[config.mk]
export PLATFORM = sky130hd
export DESIGN_NAME = phyan_top
export DESIGN_NICKNAME = d
export VERILOG_FILES = /design/src/hdl/phyan_pkg.sv /design/src/hdl/phyan_top.sv
export SDC_FILE = /design/constraint.sdc
export NUM_CORES = 1
export LEC_CHECK = 0
export CAP_MARGIN = 40
export CORE_MARGIN = 3
export CORE_UTILIZATION = 66
export CTS_BUF_LIST = sky130_fd_sc_hd__clkbuf_2 sky130_fd_sc_hd__clkbuf_4 sky130_fd_sc_hd__clkbuf_8
export CTS_CLUSTER_SIZE = 30
export DETAILED_ROUTE_END_ITERATION = 7
export DONT_BUFFER_PORTS = 1
export HOLD_SLACK_MARGIN = 0.1
export PLACE_DENSITY = 0.82
export SLEW_MARGIN = 30
export SYNTH_ARGS = -nofsm -noshare
export SYNTH_HDL_FRONTEND = slang
export SYNTH_SLANG_ARGS = --single-unit
[constraint.sdc]
create_clock -name SYS_CLK -period 9.76 [get_ports SYS_CLK]
set_input_delay 1.952 -clock SYS_CLK [delete_from_list [all_inputs] [get_ports SYS_CLK]]
set_output_delay 1.952 -clock SYS_CLK [all_outputs]
set_load 0.02 [all_outputs]
[src/hdl/phyan_pkg.sv]
package phyan_pkg;
  // ----------------------------------------
  // register indices, byte address is index times four
  // ----------------------------------------
  localparam logic [5:0] BASIC_CTRL_IDX = 6'h00;
  localparam logic [5:0] BASIC_STAT_IDX = 6'h01;
  localparam logic [5:0] ADVERT_IDX = 6'h04;
  localparam logic [5:0] PARTNER_IDX = 6'h05;
  localparam logic [5:0] EXPAN_IDX = 6'h06;
  localparam logic [5:0] PHY_STAT_IDX = 6'h10;
  localparam logic [5:0] PHY_CTRL_IDX = 6'h19;

  // ----------------------------------------
  // field positions
  // ----------------------------------------
  localparam int CTL_SPEED_BIT = 13;
  localparam int CTL_NEG_EN_BIT = 12;
  localparam int CTL_RESTART_BIT = 9;
  localparam int CTL_DUPLEX_BIT = 8;
  localparam int ADV_LSB = 5;
  localparam int ADV_MSB = 8;
  localparam int ST_COMPLETE_BIT = 5;
  localparam int ST_RFAULT_BIT = 4;
  localparam int ST_LINK_BIT = 2;
  localparam int PTR_NEXT_PAGE_BIT = 15;
  localparam int PTR_RFAULT_BIT = 13;
  localparam int EX_PD_FAULT_BIT = 4;
  localparam int EX_PTR_NP_BIT = 3;
  localparam int EX_PAGE_RX_BIT = 1;
  localparam int EX_PTR_ABLE_BIT = 0;
  localparam int PS_LINK_BIT = 0;
  localparam int PS_SPEED10_BIT = 1;
  localparam int PS_FULL_BIT = 2;
  localparam int PS_COMPLETE_BIT = 4;
  localparam int PS_XOVER_BIT = 14;
  localparam int PC_AUTOX_BIT = 15;
  localparam int PC_FORCEX_BIT = 14;

  // ----------------------------------------
  // fixed and reset values
  // ----------------------------------------
  localparam logic [4:0] SELECTOR_8023 = 5'h01;
  localparam logic [15:0] PD_100_WORD = 16'h0081;
  localparam logic [15:0] PD_10_WORD = 16'h0021;
  localparam logic [15:0] BASIC_STAT_FIXED = 16'h7849;
  localparam logic [3:0] ADV_ALL = 4'hf;
  localparam logic [15:0] LFSR_SEED = 16'hace1;
  localparam logic [1:0] BOOT_WAIT = 2'h2;

  // ----------------------------------------
  // timing
  // ----------------------------------------
  localparam int CLK_MHZ = 250;
  localparam int BREAK_LINK_MS = 1500;
  localparam int BREAK_LINK_CYC = BREAK_LINK_MS * CLK_MHZ * 1000;
  localparam int MDIX_SLOT_MS = 62;
  localparam int MDIX_SLOT_CYC = MDIX_SLOT_MS * CLK_MHZ * 1000;
  localparam int PD_SETTLE_US = 8;
  localparam logic [11:0] PD_SETTLE_CYC = 12'(PD_SETTLE_US * CLK_MHZ);

  typedef enum logic [1:0] {ST_FORCED, ST_BREAK, ST_ABILITY, ST_DONE} phyan_state_t;

  typedef struct packed {
    logic spd100;
    logic full;
  } phyan_mode_t;

  typedef struct packed {
    logic neg_en;
    logic sel_hi;
    logic sel_lo;
    logic autox;
  } phyan_strap_t;
endpackage

[src/hdl/phyan_top.sv]
`timescale 1ns/1ns
// Overview of operation
// strap enable low forces 10/100 and half/full from the two select straps
// strap enable high picks the advertised ability set from the select straps
// straps sampled after reset load advertisement bits 8 to 5
// basic control writes override the strapped configuration at any time
// advertisement word is sent as FLP bursts; any ability mix allowed
// resolve common abilities 100 full, 100 half, 10 full, 10 half
// speed and duplex bits act only while negotiation is disabled
// phy status summary shows resolved speed once link is up
// ability bits read constant ones, 100BASE-T4 reads zero
// basic status shows complete, remote fault, link, preamble suppression
// advertisement defaults to all abilities, software may clear any
// partner register holds received pages, 0081h or 0021h after parallel detect
// expansion shows pd fault, partner and local next page, page rx, partner able
// both receivers feed parallel detection of a non negotiating partner
// parallel detect sets bit 5 or 7, selector 00001, partner able zero
// parallel detect fault set unless exactly one good link; the code sets it only when both links are good
// restart bit 9 restarts negotiation at any time
// lost link after negotiation resumes negotiation
// renegotiation silences the line for the break link time, then FLP
// after forced strapping, software clears then sets bit 12 to negotiate
// auto crossover on by default, strap or bits 15:14, random, not forced
// bit 14 forces crossover regardless of negotiation or auto crossover
// every management register is 16 bits wide
module phyan_top #(
  parameter int BREAK_CYCLES = phyan_pkg::BREAK_LINK_CYC,
  parameter int MDIX_SLOT = phyan_pkg::MDIX_SLOT_CYC
) (
  input wire logic SYS_CLK,
  input wire logic RST,
  input wire logic WB_CYC_I,
  input wire logic WB_STB_I,
  input wire logic WB_WE_I,
  input wire logic [7:0] WB_ADR_I,
  input wire logic [3:0] WB_SEL_I,
  input wire logic [31:0] WB_DAT_I,
  output logic [31:0] WB_DAT_O,
  output logic WB_ACK_O,
  input wire phyan_pkg::phyan_strap_t STRAPS,
  input wire logic LINK10_GOOD,
  input wire logic LINK100_GOOD,
  input wire logic PAGE_TOGGLE,
  input wire logic [15:0] PAGE_WORD,
  output logic TX_FLP_EN,
  output logic TX_SILENT,
  output logic [15:0] TX_WORD,
  output logic LINK_UP,
  output phyan_pkg::phyan_mode_t LINK_MODE,
  output logic CROSSOVER
);
  import phyan_pkg::*;

  // ----------------------------------------
  // pin synchronisers
  // ----------------------------------------
  logic [22:0] sync1_ff;
  logic [22:0] sync2_ff;
  logic pg_tog_d_ff;
  phyan_strap_t strap_s;
  logic link10_s;
  logic link100_s;
  logic [15:0] pg_word_s;
  logic pg_evt;

  always_ff @(posedge SYS_CLK or posedge RST) begin
    if (RST) begin
      sync1_ff <= '0;
      sync2_ff <= '0;
      pg_tog_d_ff <= 1'b0;
    end else begin
      sync1_ff <= {STRAPS, LINK10_GOOD, LINK100_GOOD, PAGE_TOGGLE, PAGE_WORD};
      sync2_ff <= sync1_ff;
      pg_tog_d_ff <= sync2_ff[16];
    end
  end

  assign strap_s = phyan_strap_t'(sync2_ff[22:19]);
  assign link10_s = sync2_ff[18];
  assign link100_s = sync2_ff[17];
  assign pg_word_s = sync2_ff[15:0];

  // ----------------------------------------
  // strap capture after reset release
  // ----------------------------------------
  logic [1:0] boot_cnt_ff;
  logic boot_done_ff;
  logic load_now;
  logic [3:0] strap_adv;

  always_ff @(posedge SYS_CLK or posedge RST) begin
    if (RST) begin
      boot_cnt_ff <= 2'h0;
      boot_done_ff <= 1'b0;
    end else if (!boot_done_ff) begin
      if (boot_cnt_ff == BOOT_WAIT) begin
        boot_done_ff <= 1'b1;
      end else begin
        boot_cnt_ff <= boot_cnt_ff + 2'h1;
      end
    end
  end

  // waiting lets the synchroniser fill before straps are trusted
  assign load_now = !boot_done_ff && (boot_cnt_ff == BOOT_WAIT);

  // a page is flagged by a toggle so it survives any pulse width; held off until the
  // synchroniser has filled, so a toggle left high across reset is no false page
  assign pg_evt = (sync2_ff[16] ^ pg_tog_d_ff) && boot_done_ff;

  always_comb begin
    case ({strap_s.neg_en, strap_s.sel_hi, strap_s.sel_lo})
      3'h0: strap_adv = 4'h1;
      3'h1: strap_adv = 4'h2;
      3'h2: strap_adv = 4'h4;
      3'h3: strap_adv = 4'h8;
      3'h4: strap_adv = 4'h3;
      3'h5: strap_adv = 4'hc;
      3'h6: strap_adv = 4'h5;
      default: strap_adv = ADV_ALL;
    endcase
  end

  // ----------------------------------------
  // wishbone slave decode
  // ----------------------------------------
  logic ack_ff;
  logic bus_req;
  logic wr_en;
  logic rd_en;
  logic [5:0] idx;
  logic [15:0] wd;

  assign bus_req = WB_CYC_I && WB_STB_I && !ack_ff;
  assign wr_en = bus_req && WB_WE_I;
  assign rd_en = bus_req && !WB_WE_I;
  assign idx = WB_ADR_I[7:2];

  // lanes above 15 are dropped, registers are 16 bits
  always_comb begin
    wd = 16'h0000;
    if (WB_SEL_I[0]) begin
      wd[7:0] = WB_DAT_I[7:0];
    end
    if (WB_SEL_I[1]) begin
      wd[15:8] = WB_DAT_I[15:8];
    end
  end

  logic wr_ctrl;
  logic wr_adv;
  logic wr_pc;
  assign wr_ctrl = wr_en && (idx == BASIC_CTRL_IDX) && WB_SEL_I[1];
  assign wr_adv = wr_en && (idx == ADVERT_IDX);
  assign wr_pc = wr_en && (idx == PHY_CTRL_IDX) && WB_SEL_I[1];

  always_ff @(posedge SYS_CLK or posedge RST) begin
    if (RST) begin
      ack_ff <= 1'b0;
    end else begin
      ack_ff <= bus_req;
    end
  end

  // ----------------------------------------
  // control registers
  // ----------------------------------------
  logic neg_en_ff;
  logic speed_ff;
  logic duplex_ff;
  logic forced_boot_ff;
  logic arm_ff;
  logic neg_en_d_ff;
  logic reneg_ff;
  logic [3:0] adv_ff;
  logic autox_ff;
  logic forcex_ff;

  always_ff @(posedge SYS_CLK or posedge RST) begin
    if (RST) begin
      neg_en_ff <= 1'b0;
      speed_ff <= 1'b0;
      duplex_ff <= 1'b0;
      forced_boot_ff <= 1'b0;
      arm_ff <= 1'b0;
    end else if (load_now) begin
      neg_en_ff <= strap_s.neg_en;
      speed_ff <= strap_s.sel_hi;
      duplex_ff <= strap_s.sel_lo;
      forced_boot_ff <= !strap_s.neg_en;
      arm_ff <= 1'b0;
    end else if (wr_ctrl) begin
      speed_ff <= wd[CTL_SPEED_BIT];
      duplex_ff <= wd[CTL_DUPLEX_BIT];
      if (!wd[CTL_NEG_EN_BIT]) begin
        neg_en_ff <= 1'b0;
        arm_ff <= 1'b1;
      end else if (!forced_boot_ff || arm_ff) begin
        neg_en_ff <= 1'b1;
      end
    end
  end

  // restart is self clearing; enabling negotiation counts as a request too
  always_ff @(posedge SYS_CLK or posedge RST) begin
    if (RST) begin
      neg_en_d_ff <= 1'b0;
      reneg_ff <= 1'b0;
    end else begin
      neg_en_d_ff <= neg_en_ff;
      reneg_ff <= (wr_ctrl && wd[CTL_RESTART_BIT]) || (neg_en_ff && !neg_en_d_ff);
    end
  end

  always_ff @(posedge SYS_CLK or posedge RST) begin
    if (RST) begin
      adv_ff <= ADV_ALL;
    end else if (load_now) begin
      adv_ff <= strap_adv;
    end else if (wr_adv) begin
      // the ability field straddles both lanes; an unselected lane keeps its bits
      if (WB_SEL_I[1]) begin
        adv_ff[3] <= wd[ADV_MSB];
      end
      if (WB_SEL_I[0]) begin
        adv_ff[2:0] <= wd[ADV_MSB-1:ADV_LSB];
      end
    end
  end

  always_ff @(posedge SYS_CLK or posedge RST) begin
    if (RST) begin
      autox_ff <= 1'b1;
      forcex_ff <= 1'b0;
    end else if (load_now) begin
      autox_ff <= strap_s.autox;
    end else if (wr_pc) begin
      autox_ff <= wd[PC_AUTOX_BIT];
      forcex_ff <= wd[PC_FORCEX_BIT];
    end
  end

  // ----------------------------------------
  // negotiation state machine
  // ----------------------------------------
  phyan_state_t state_ff;
  logic [31:0] tmr_ff;
  logic [11:0] pd_cnt_ff;
  logic [15:0] partner_ff;
  logic partner_able_ff;
  logic complete_ff;
  logic link_ff;
  phyan_mode_t mode_ff;
  logic [3:0] common;
  logic res_ok;
  phyan_mode_t res_mode;
  logic cur_link;

  assign common = adv_ff & pg_word_s[ADV_MSB:ADV_LSB];
  assign cur_link = mode_ff.spd100 ? link100_s : link10_s;

  always_comb begin
    res_ok = 1'b1;
    res_mode = '{spd100: 1'b0, full: 1'b0};
    if (common[3]) begin
      res_mode = '{spd100: 1'b1, full: 1'b1};
    end else if (common[2]) begin
      res_mode = '{spd100: 1'b1, full: 1'b0};
    end else if (common[1]) begin
      res_mode = '{spd100: 1'b0, full: 1'b1};
    end else if (!common[0]) begin
      res_ok = 1'b0;
    end
  end

  always_ff @(posedge SYS_CLK or posedge RST) begin
    if (RST) begin
      state_ff <= ST_FORCED;
      tmr_ff <= 32'h0;
      pd_cnt_ff <= 12'h000;
      partner_ff <= 16'h0000;
      partner_able_ff <= 1'b0;
      complete_ff <= 1'b0;
      link_ff <= 1'b0;
      mode_ff <= '0;
    end else if (!neg_en_ff) begin
      state_ff <= ST_FORCED;
      mode_ff <= '{spd100: speed_ff, full: duplex_ff};
      link_ff <= speed_ff ? link100_s : link10_s;
      complete_ff <= 1'b0;
    end else if (reneg_ff) begin
      state_ff <= ST_BREAK;
      tmr_ff <= 32'h0;
      link_ff <= 1'b0;
      complete_ff <= 1'b0;
    end else begin
      case (state_ff)
        ST_FORCED: begin
          state_ff <= ST_BREAK;
          tmr_ff <= 32'h0;
        end
        ST_BREAK: begin
          tmr_ff <= tmr_ff + 32'h1;
          if (tmr_ff == 32'(BREAK_CYCLES - 1)) begin
            state_ff <= ST_ABILITY;
            pd_cnt_ff <= 12'h000;
          end
        end
        ST_ABILITY: begin
          link_ff <= 1'b0;
          if (pg_evt) begin
            partner_ff <= pg_word_s;
            partner_able_ff <= 1'b1;
            if (res_ok) begin
              mode_ff <= res_mode;
              complete_ff <= 1'b1;
              state_ff <= ST_DONE;
            end
          end else if (link10_s ^ link100_s) begin
            pd_cnt_ff <= pd_cnt_ff + 12'h001;
            if (pd_cnt_ff == PD_SETTLE_CYC - 12'h001) begin
              partner_ff <= link100_s ? PD_100_WORD : PD_10_WORD;
              partner_able_ff <= 1'b0;
              mode_ff <= '{spd100: link100_s, full: 1'b0};
              complete_ff <= 1'b1;
              state_ff <= ST_DONE;
            end
          end else begin
            pd_cnt_ff <= 12'h000;
          end
        end
        ST_DONE: begin
          link_ff <= cur_link;
          if (pg_evt) begin
            partner_ff <= pg_word_s;
          end
          if (link_ff && !cur_link) begin
            state_ff <= ST_ABILITY;
            complete_ff <= 1'b0;
            pd_cnt_ff <= 12'h000;
          end
        end
        default: state_ff <= ST_FORCED;
      endcase
    end
  end

  // ----------------------------------------
  // sticky expansion flags, cleared by reading, set wins
  // ----------------------------------------
  logic pd_fault_ff;
  logic page_rx_ff;
  logic rd_exp;
  logic in_neg;
  assign rd_exp = rd_en && (idx == EXPAN_IDX);
  assign in_neg = neg_en_ff && !reneg_ff;

  always_ff @(posedge SYS_CLK or posedge RST) begin
    if (RST) begin
      pd_fault_ff <= 1'b0;
      page_rx_ff <= 1'b0;
    end else begin
      if (in_neg && state_ff == ST_ABILITY && link10_s && link100_s) begin
        pd_fault_ff <= 1'b1;
      end else if (rd_exp) begin
        pd_fault_ff <= 1'b0;
      end
      if (in_neg && pg_evt && (state_ff == ST_ABILITY || state_ff == ST_DONE)) begin
        page_rx_ff <= 1'b1;
      end else if (rd_exp) begin
        page_rx_ff <= 1'b0;
      end
    end
  end

  // ----------------------------------------
  // crossover selection
  // ----------------------------------------
  logic [15:0] lfsr_ff;
  logic [31:0] slot_ff;
  logic xover_ff;

  always_ff @(posedge SYS_CLK or posedge RST) begin
    if (RST) begin
      lfsr_ff <= LFSR_SEED;
    end else begin
      lfsr_ff <= {lfsr_ff[14:0], lfsr_ff[15] ^ lfsr_ff[13] ^ lfsr_ff[12] ^ lfsr_ff[10]};
    end
  end

  // random flips break the lock-step that two identical ends would fall into
  always_ff @(posedge SYS_CLK or posedge RST) begin
    if (RST) begin
      slot_ff <= 32'h0;
      xover_ff <= 1'b0;
    end else if (forcex_ff) begin
      xover_ff <= 1'b1;
      slot_ff <= 32'h0;
    end else if (!autox_ff || !neg_en_ff) begin
      xover_ff <= 1'b0;
      slot_ff <= 32'h0;
    end else if (!link_ff) begin
      slot_ff <= slot_ff + 32'h1;
      if (slot_ff == 32'(MDIX_SLOT - 1)) begin
        slot_ff <= 32'h0;
        if (lfsr_ff[0]) begin
          xover_ff <= !xover_ff;
        end
      end
    end
  end

  // ----------------------------------------
  // line side outputs
  // ----------------------------------------
  logic flp_ff;
  logic silent_ff;
  logic [15:0] tx_word_ff;

  always_ff @(posedge SYS_CLK or posedge RST) begin
    if (RST) begin
      flp_ff <= 1'b0;
      silent_ff <= 1'b0;
      tx_word_ff <= 16'h0000;
    end else begin
      flp_ff <= neg_en_ff && (state_ff == ST_ABILITY);
      silent_ff <= neg_en_ff && (state_ff == ST_BREAK);
      tx_word_ff <= {7'h00, adv_ff, SELECTOR_8023};
    end
  end

  // ----------------------------------------
  // read data
  // ----------------------------------------
  logic [15:0] rd_val;
  logic [31:0] rdata_ff;

  always_comb begin
    rd_val = 16'h0000;
    case (idx)
      BASIC_CTRL_IDX: begin
        rd_val[CTL_SPEED_BIT] = speed_ff;
        rd_val[CTL_NEG_EN_BIT] = neg_en_ff;
        rd_val[CTL_DUPLEX_BIT] = duplex_ff;
      end
      BASIC_STAT_IDX: begin
        rd_val = BASIC_STAT_FIXED;
        rd_val[ST_COMPLETE_BIT] = complete_ff;
        rd_val[ST_RFAULT_BIT] = partner_able_ff && partner_ff[PTR_RFAULT_BIT];
        rd_val[ST_LINK_BIT] = link_ff;
      end
      ADVERT_IDX: rd_val = {7'h00, adv_ff, SELECTOR_8023};
      PARTNER_IDX: rd_val = partner_ff;
      EXPAN_IDX: begin
        rd_val[EX_PD_FAULT_BIT] = pd_fault_ff;
        rd_val[EX_PTR_NP_BIT] = partner_able_ff && partner_ff[PTR_NEXT_PAGE_BIT];
        rd_val[EX_PAGE_RX_BIT] = page_rx_ff;
        rd_val[EX_PTR_ABLE_BIT] = partner_able_ff;
      end
      PHY_STAT_IDX: begin
        rd_val[PS_LINK_BIT] = link_ff;
        rd_val[PS_SPEED10_BIT] = !mode_ff.spd100;
        rd_val[PS_FULL_BIT] = mode_ff.full;
        rd_val[PS_COMPLETE_BIT] = complete_ff;
        rd_val[PS_XOVER_BIT] = xover_ff;
      end
      PHY_CTRL_IDX: begin
        rd_val[PC_AUTOX_BIT] = autox_ff;
        rd_val[PC_FORCEX_BIT] = forcex_ff;
      end
      default: rd_val = 16'h0000;
    endcase
  end

  always_ff @(posedge SYS_CLK or posedge RST) begin
    if (RST) begin
      rdata_ff <= 32'h0;
    end else if (rd_en) begin
      rdata_ff <= {16'h0000, rd_val};
    end
  end

  assign WB_DAT_O = rdata_ff;
  assign WB_ACK_O = ack_ff;
  assign TX_FLP_EN = flp_ff;
  assign TX_SILENT = silent_ff;
  assign TX_WORD = tx_word_ff;
  assign LINK_UP = link_ff;
  assign LINK_MODE = mode_ff;
  assign CROSSOVER = xover_ff;
endmodule

---- Yosys cells after proc, flatten, opt, wreduce, memory -nomap -nowiden ----
Cells that the tools add are included.
word-level totals
  bits in registers ....................... 205
  bits of input ports ..................... 72
  output and inout port bits .............. 55
  logic and storage cells ................. 256
cells by class
  bitwise gates (word level) .............. 10
  eq/ne operators ......................... 39
  reductions and logical operators ........ 73
  mux-type cells .......................... 95
  $add $sub $neg .......................... 4
operators by type and width
  operator                 number
  $mux W32                 5
  $add A32 B1 Y32 const B  2
  $mux W16                 4
  $pmux W32 S2             1
  $mux W12                 4
  $mux W1                  43
  $pmux W12 S3             1
  $mux W2                  17
  $eq A32 B24 Y1 const B   1
  $eq A32 B29 Y1 const B   1
  $pmux W16 S2             1
  $pmux W4 S7              1
  $logic_and A1 B1 Y1      25
  $reduce_and A5 Y1        4
  $reduce_bool A2 Y1       10
  $eq A6 B3 Y1 const B     3
  $mux W8                  2
  $pmux W2 S4              2
  $ne A3 B2 Y1 const B     5
  $ne A5 B5 Y1 const B     3
  $reduce_and A2 Y1        7
  $add A12 B1 Y12 const B  1
  $eq A12 B11 Y1 const B   1
  $eq A6 B5 Y1 const B     2
  other kinds (32)         75

---- Depth between registers and ports, before layout ----
Gate-level depths: netlist of run 1.
  word-level depth ........................ 10
  gate-level depth with buffers ........... 8
  depth with buffers taken out ............ 6

---- Worst setup path after synthesis of run 1 ----
OpenSTA, ideal clock, no wires.
  path type ............................... in2reg
  from .................................... in WB_ADR_I[6]
  to ...................................... reg neg_en_ff
  stages .................................. 4
  data required time ...................... 9.627 ns
  library setup time ...................... 0.133 ns
  data arrival time ....................... 3.359 ns
  buffers on the path ..................... 0
  slack ................................... 6.268 ns
  cells stage by stage .................... or4_1 -> nor4_2 -> a21boi_0 -> o31ai_1
on the way
  cells in the longest elaborated chain, start to end .. 5
RTL lines
  what                              line              source
  start: declaration                phyan_top.sv:35   input wire logic [7:0] WB_ADR_I,
  $logic_not A6 Y1                  phyan_top.sv:153  assign wr_ctrl = wr_en && (idx == BASIC_CTRL_IDX) && WB_SEL_I[1];
  $logic_and A1 B1 Y1 (2 in a row)  phyan_top.sv:153
  $reduce_bool A2 Y1 (no line)      --
  $reduce_and A2 Y1 (no line)       --
  end signal: assignment            phyan_top.sv:187  neg_en_ff <= strap_s.neg_en;
  end: declaration                  phyan_top.sv:168  logic neg_en_ff;
No other way between the ends.
A chain may end at the register's enable or synchronous reset.

---- Worst setup path after layout of run 1 ----
Same ends and word-level chain as after synthesis.

==> results by group, run 1 <==
Timing
  – Setup TNS: 0 ns
  – Max Slew Vio Count: 0
  – Relative slew margins: 45.7%
  – RSZ-0062 raised after global routing: no
  – Period utilisation layout: 33.8%
  – Final hold viol count: 0
  – Final setup viols: 0
  – Worst Skew: 0.0218 ns
  – Measured slew at the worst slew-check pin: 0.814 ns
  – Max Fclk: 303 MHz
  – Final WS setup: 6.46 ns
  – Tmin final: 3.30 ns

CTS
  – Clock tree buffer depth: 3
  – Cts bufs inserted: 34
  – H-tree depth: 2
  – Clock root cell: clkbuf_8
  – CTS tree: built
  – Post_cts resized: 0
  – Skew-Pair Late Insertion Delay: 0.51 ns
  – Register clock-pin slew on the reported worst setup and hold paths: 0.07 ns
  – Post-CTS Setup Bufs: 0
  – # hold bufs at CTS: 0
  – Clock sinks: 205

Placed design
  – Worst slack, placed: 5.94 ns
  – Dpl hpwl: 14100 um
  – Cell count after placement: 1050
  – Port bufs: 0
  – Placer congestion estimate: 0.876

Critical path
  – FF-to-FF setup slack: 6.78 ns
  – CP Max Fanout: 5
  – Slowest cell on the critical path: or4_1
  – CP startpoint kind: input port
  – Worst R2R Start: sync2_ff[17]
  – Crit. End Element: flip-flop
  – Max incr delay on CP: 0.66 ns
  – Req. time, crit path: 10.13 ns
  – Cells along the critical path: or4_1, nor4_2, a21boi_0, o31ai_1
  – Data arrival, critical path: 3.67 ns
  – WS Path Type: input port to flip-flop
  – RR Endpoint: partner_ff[7]
  – R2R depth: 5

Synthesis
  – Yosys reg bits: 205
  – Synthesized area: 0.00930 mm^2
  – Seq/Total Area, Yosys: 55.3%
  – Count of cell types in the netlist: 72
  – Post-Syn Instances: 899
  – Ys async rst share: 100%
  – Dominant synthesized flop cell: dfrtp_1
  – Syn avg cell area: 10.3 um^2
  – Number of warnings issued by yosys: 0
  – Number of flops mapped to enable cells by yosys: 0

Hold path
  – Hold Startpoint: sync1_ff[2]
  – End of the worst hold path: sync2_ff[2]
  – Worst Hold Depth: 0
  – HP Class: flip-flop to flip-flop

Global routing
  – Largest net degree at the start of global routing: 127
  – Initial antenna violation count: 0
  – Vias in the first global route: 7003
  – Gr usage total: 26.6%
  – GR Overflow Total: 0
  – First-pass GRT wire length: 34400 um

Drt
  – Met3 wire len: 1710 um
  – WL/cell: 18.8 um
  – Max layer used: met4
  – Met1 wire length: 8530 um
  – DRC Markers: 0
  – Total number of vias: 7152
  – Metal2 WL: 10300 um
  – Remaining antenna violation count: 0
  – Total Wirelength: 21000 um
  – Vias per cell: 6.41
  – DR iter-0 viols: 657
  – DRT Pass-1 Iters: 5

Die
  – Total core area: 0.0135 mm^2
  – I/O pins: 127
  – Starting Density: 68.9%
  – Die Wd: 125 um
  – # rows: 42
  – Die Span Y: 125 um
  – Die Footprint: 0.0156 mm^2

Power and ir drop
  – Int Pwr: 1.34 mW
  – Pleak: 4.35 nW
  – Sw frac: 23.6%
  – Total power: 1.75 mW
  – PwrDens: 174 mW/mm^2
  – Peak supply drop: 0.000152 V
  – Comb power frac: 4.7%
  – Flop pwr share: 51.1%
  – Clock group share of total power: 44.2%
  – Sw power: 415 uW

Run
  – Max-cap violation count: 0

Cells and area
  – Fin nets: 990
  – Share of layout cells above drive strength 1: 12.7%
  – Most frequent cells in the layout: 192 x dfrtp_1, 96 x nand2_1, 71 x o21ai_0
  – Most common cell after layout, fill and taps aside: dfrtp_1
  – Final Util: 74.8%
  – Area Growth Syn to Fin: 8.55%
  – Fillers: 899
  – Post-route non-filler standard cell count: 1115
  – Number of diodes: 0

Outcome
  – Outcome: finished clean
-- through the flow --
stage	hold WS (ns)	area (um^2)
after global placement	0.332	9280
after global routing	0.350	10100
final	0.345	10100
after detailed placement	0.335	9340
after floorplan	0.331	9400
after CTS	0.345	10100
-- sequential cells by signal (all words and copies together) (netlist names), 5 cells and up --
name,count
sync1_ff,23
tmr_ff,32
WB_DAT_O,16
pd_cnt_ff,12
sync2_ff,23
TX_WORD,5
slot_ff,32
lfsr_ff,16
partner_ff,16
-- routing by layer --
| layer | vias to the layer above | track usage [%] |
|---|---|---|
| met2 | 350 | 43.1 |
| met3 | 59 | 5.02 |
| li1 | 3233 | - |
| met1 | 3510 | 36.3 |
| met4 | 0 | 9.61 |
| met5 | - | 0 |
-- synth_stat cells, types with 17 or more instances --
cell      number  area, um^2
dfrtp_1      192        4800
nand2_1       97         364
o21ai_0       72         360
nor2_1        68         255
nand3_1       37         185
a21oi_1       35         175
nand4_1       32         200
clkbuf_1      28         105
buf_4         27         203
inv_1         23        86.3
a31oi_1       20         125
mux2i_1       20         200
and3_1        17         106
xor2_1        17         149
-- cells by family after synthesis --
logic type                 after synthesis  share of synthesized area (%)
muxes                                   25                           2.76
other                                    2                         0.0807
buffers and inverters                   85                           5.08
AOI/OAI and AO/OA                      209                           14.6
DFF                                    205                           55.3
and+or+nand+nor                        337                           18.6
xor gates and xnor gates                32                           3.01
adders and majority gates                4                          0.538
-- power by group through the flow --
stage,combinational (mW),clock (mW),sequential (mW)
after floorplan,0.0758,0,0.902
final,0.0824,0.775,0.897
after global placement,0.0743,0,0.910
after CTS,0.0808,0.787,0.897
after global routing,0.0918,0.825,0.899
after detailed placement,0.0799,0,0.911
-- how the worst max path moves through the flow --
stage,start,end,cells past startpoint
after detailed placement,WB_ADR_I[6],neg_en_ff,4
after CTS,WB_ADR_I[6],neg_en_ff,4
after global placement,WB_ADR_I[6],neg_en_ff,4
after global routing,WB_ADR_I[6],neg_en_ff,4
after floorplan,RST,CROSSOVER,1
final,WB_ADR_I[6],neg_en_ff,4
-- critical path: cells and delay by family --
family          cells  cell delay, ns
compound gates      2            0.46
simple gates        2            1.26
-- area by class of cell --
class	instances	area, um^2	share of cell area, %
Sequential cell	205	5150	51.0
Multi-Input combinational cell	635	3790	37.6
Tap cell	176	220	2.18
Inverter	24	97.6	0.966
Clock inverter	3	22.5	0.223
Timing Repair Buffer	14	128	1.26
Clock buffer	58	692	6.85
Power figures use the tool's default switching activity.
==> run 2, diff against run 1 <==
- clock period: 9.76 -> 3.2 ns (I/O delays scaled with it)
==> run 2 against run 1 <==
  * Critical path depth up 1
  * Global-route usage up 1.3 points
  * Highest routed layer unchanged
  * Clock skew down 0.0070 ns
  * Count of clock-buffer cells in the layout down 7
  * Largest power group unchanged
  * Critical path type is now flip-flop to flip-flop
  * Setup slack worse by 5.7 ns
  * Critical endpoint is now pd_cnt_ff[8]
  * Combinational power rose to 3.1 times the previous value
==> results by group, run 2 (synthesized netlist as in run 1, its figures left out) <==
Placed design
  – Dpl hpwl: 14800 um
  – Placer congestion estimate: 0.930
  – Cell count after placement: 1061
  – Port bufs: 0

Power and ir drop
  – Pleak: 4.41 nW
  – PwrDens: 540 mW/mm^2
  – Peak supply drop: 0.000519 V
  – Total power: 5.52 mW

Die
  – Die Span Y: 125 um
  – I/O pins: 127
  – Die Wd: 125 um
  – # rows: 42
  – Total core area: 0.0135 mm^2
  – Starting Density: 68.9%
  – Die Footprint: 0.0156 mm^2

Hold path
  – Hold Startpoint: PAGE_WORD[0]
  – HP Class: input port to flip-flop

CTS
  – Skew-Pair Late Insertion Delay: 0.52 ns
  – Post-CTS Setup Bufs: 0
  – Cts bufs inserted: 35
  – Post_cts resized: 0
  – Register clock-pin slew on the reported worst setup and hold paths: 0.06 ns
  – Clock root cell: clkbuf_8
  – CTS tree: built
  – H-tree depth: 2
  – Clock tree buffer depth: 3
  – Clock sinks: 205
  – # hold bufs at CTS: 1

Cells and area
  – Post-route non-filler standard cell count: 1125
  – Share of layout cells above drive strength 1: 13.3%
  – Fin nets: 1000
  – Most frequent cells in the layout: 192 x dfrtp_1, 97 x nand2_1, 71 x o21ai_0
  – Biggest regs: slot_ff (32), tmr_ff (32)
  – Most common cell after layout, fill and taps aside: dfrtp_1
  – Area Growth Syn to Fin: 9.83%
  – Number of diodes: 0

Critical path
  – CP startpoint: tmr_ff[21]
  – FF-to-FF setup slack: 0.74 ns
  – Slowest cell on the critical path: or4_4
  – Crit path buf inv count: 0
  – CP Max Fanout: 6
  – Max incr delay on CP: 0.57 ns
  – Worst R2R Start: tmr_ff[21]
  – Crit. End Element: flip-flop
  – Req. time, crit path: 3.59 ns
  – Top delay family on crit path: simple AND/OR/NAND/NOR gates
  – Cells along the critical path: or4b_1, or4_4, o31ai_4, nand3_1, o22a_1
  – CP startpoint kind: flip-flop
  – WS Path Type: flip-flop to flip-flop
  – Data arrival, critical path: 2.86 ns

Global routing
  – First-pass GRT wire length: 36000 um
  – Largest net degree at the start of global routing: 56
  – Initial antenna violation count: 0
  – GR Overflow Total: 0
  – Gr usage total: 27.9%
  – Vias in the first global route: 7224

Drt
  – WL/cell: 19.2 um
  – Vias per cell: 6.43
  – Remaining antenna violation count: 0
  – DRT Pass-1 Iters: 5
  – DRC Markers: 0
  – Total Wirelength: 21600 um
  – DR iter-0 viols: 669
  – Total number of vias: 7229

Timing
  – Max Fclk: 406 MHz
  – Tmin final: 2.46 ns
  – Period utilisation layout: 77.0%
  – Worst Skew: 0.0148 ns
  – Max Slew Vio Count: 0
  – Measured slew at the worst slew-check pin: 0.870 ns
  – Final hold viol count: 0
  – RSZ-0062 raised after global routing: no
  – Final setup viols: 0
  – Minimum hold slack: 0.148 ns
  – Relative slew margins: 41.9%

Outcome
  – Outcome: finished clean

Run
  – Max-cap violation count: 0
run 2: cell types whose count changed in the layout (fill, tap and decap cells not counted), moves of 3 or more:
cell,delta
clkbuf_8,+3
buf_4,+14
clkbuf_4,-10
clkinv_2,+7
run 2: area by class of cell:
class	count	area [um^2]
multi-input combinational	635	3780
clock buffer	51	658
sequential	205	5150
inverter	24	93.8
clock inverter	11	108
fill	883	3290
tap	176	220
timing repair buffer	23	210
run 2: layer usage:
metal  part of all wire [%]  wire length, um  global-route usage [%]  vias up
li1                       -                -                       -     3257
met1                     42             9070                    37.5     3573
met2                     48            10500                    45.2      336
met3                    7.2             1560                    6.48       63
met4                    2.4              513                    9.61        0
met5                      0                0                       0        -
run 2: path summary, 6_finish.rpt:
path / to / depth (start not counted)
setup reg to reg: pd_cnt_ff[8] / 5
min in group asynchronous: slot_ff[8] / 2
max in group asynchronous: partner_ff[0] / 3
hold reg to reg: sync2_ff[17] / 0
hold / removal: sync1_ff[0] / 0
setup / recovery: pd_cnt_ff[8] / 5
run 2: where the power goes:
| group | internal (mW) | switching, mW |
|---|---|---|
| clock network | 1.49 | 1.04 |
| logic | 0.0701 | 0.188 |
| registers | 2.66 | 0.0731 |
| total | 4.22 | 1.30 |
run 2: stage by stage:
step | cell area, um^2 | setup TNS [ns] | worst slack [ns] | utilization, %
3_3_place_gp | 9440 | 0 | 0.780 | 69.9
2_1_floorplan | 9400 | -16.83 | -0.0877 | -
6_report | 10200 | 0 | 0.736 | 75.7
3_5_place_dp | 9440 | 0 | 0.769 | 69.9
4_1_cts | 10200 | 0 | 0.761 | 75.6
5_1_grt | 10200 | 0 | 0.621 | 75.7
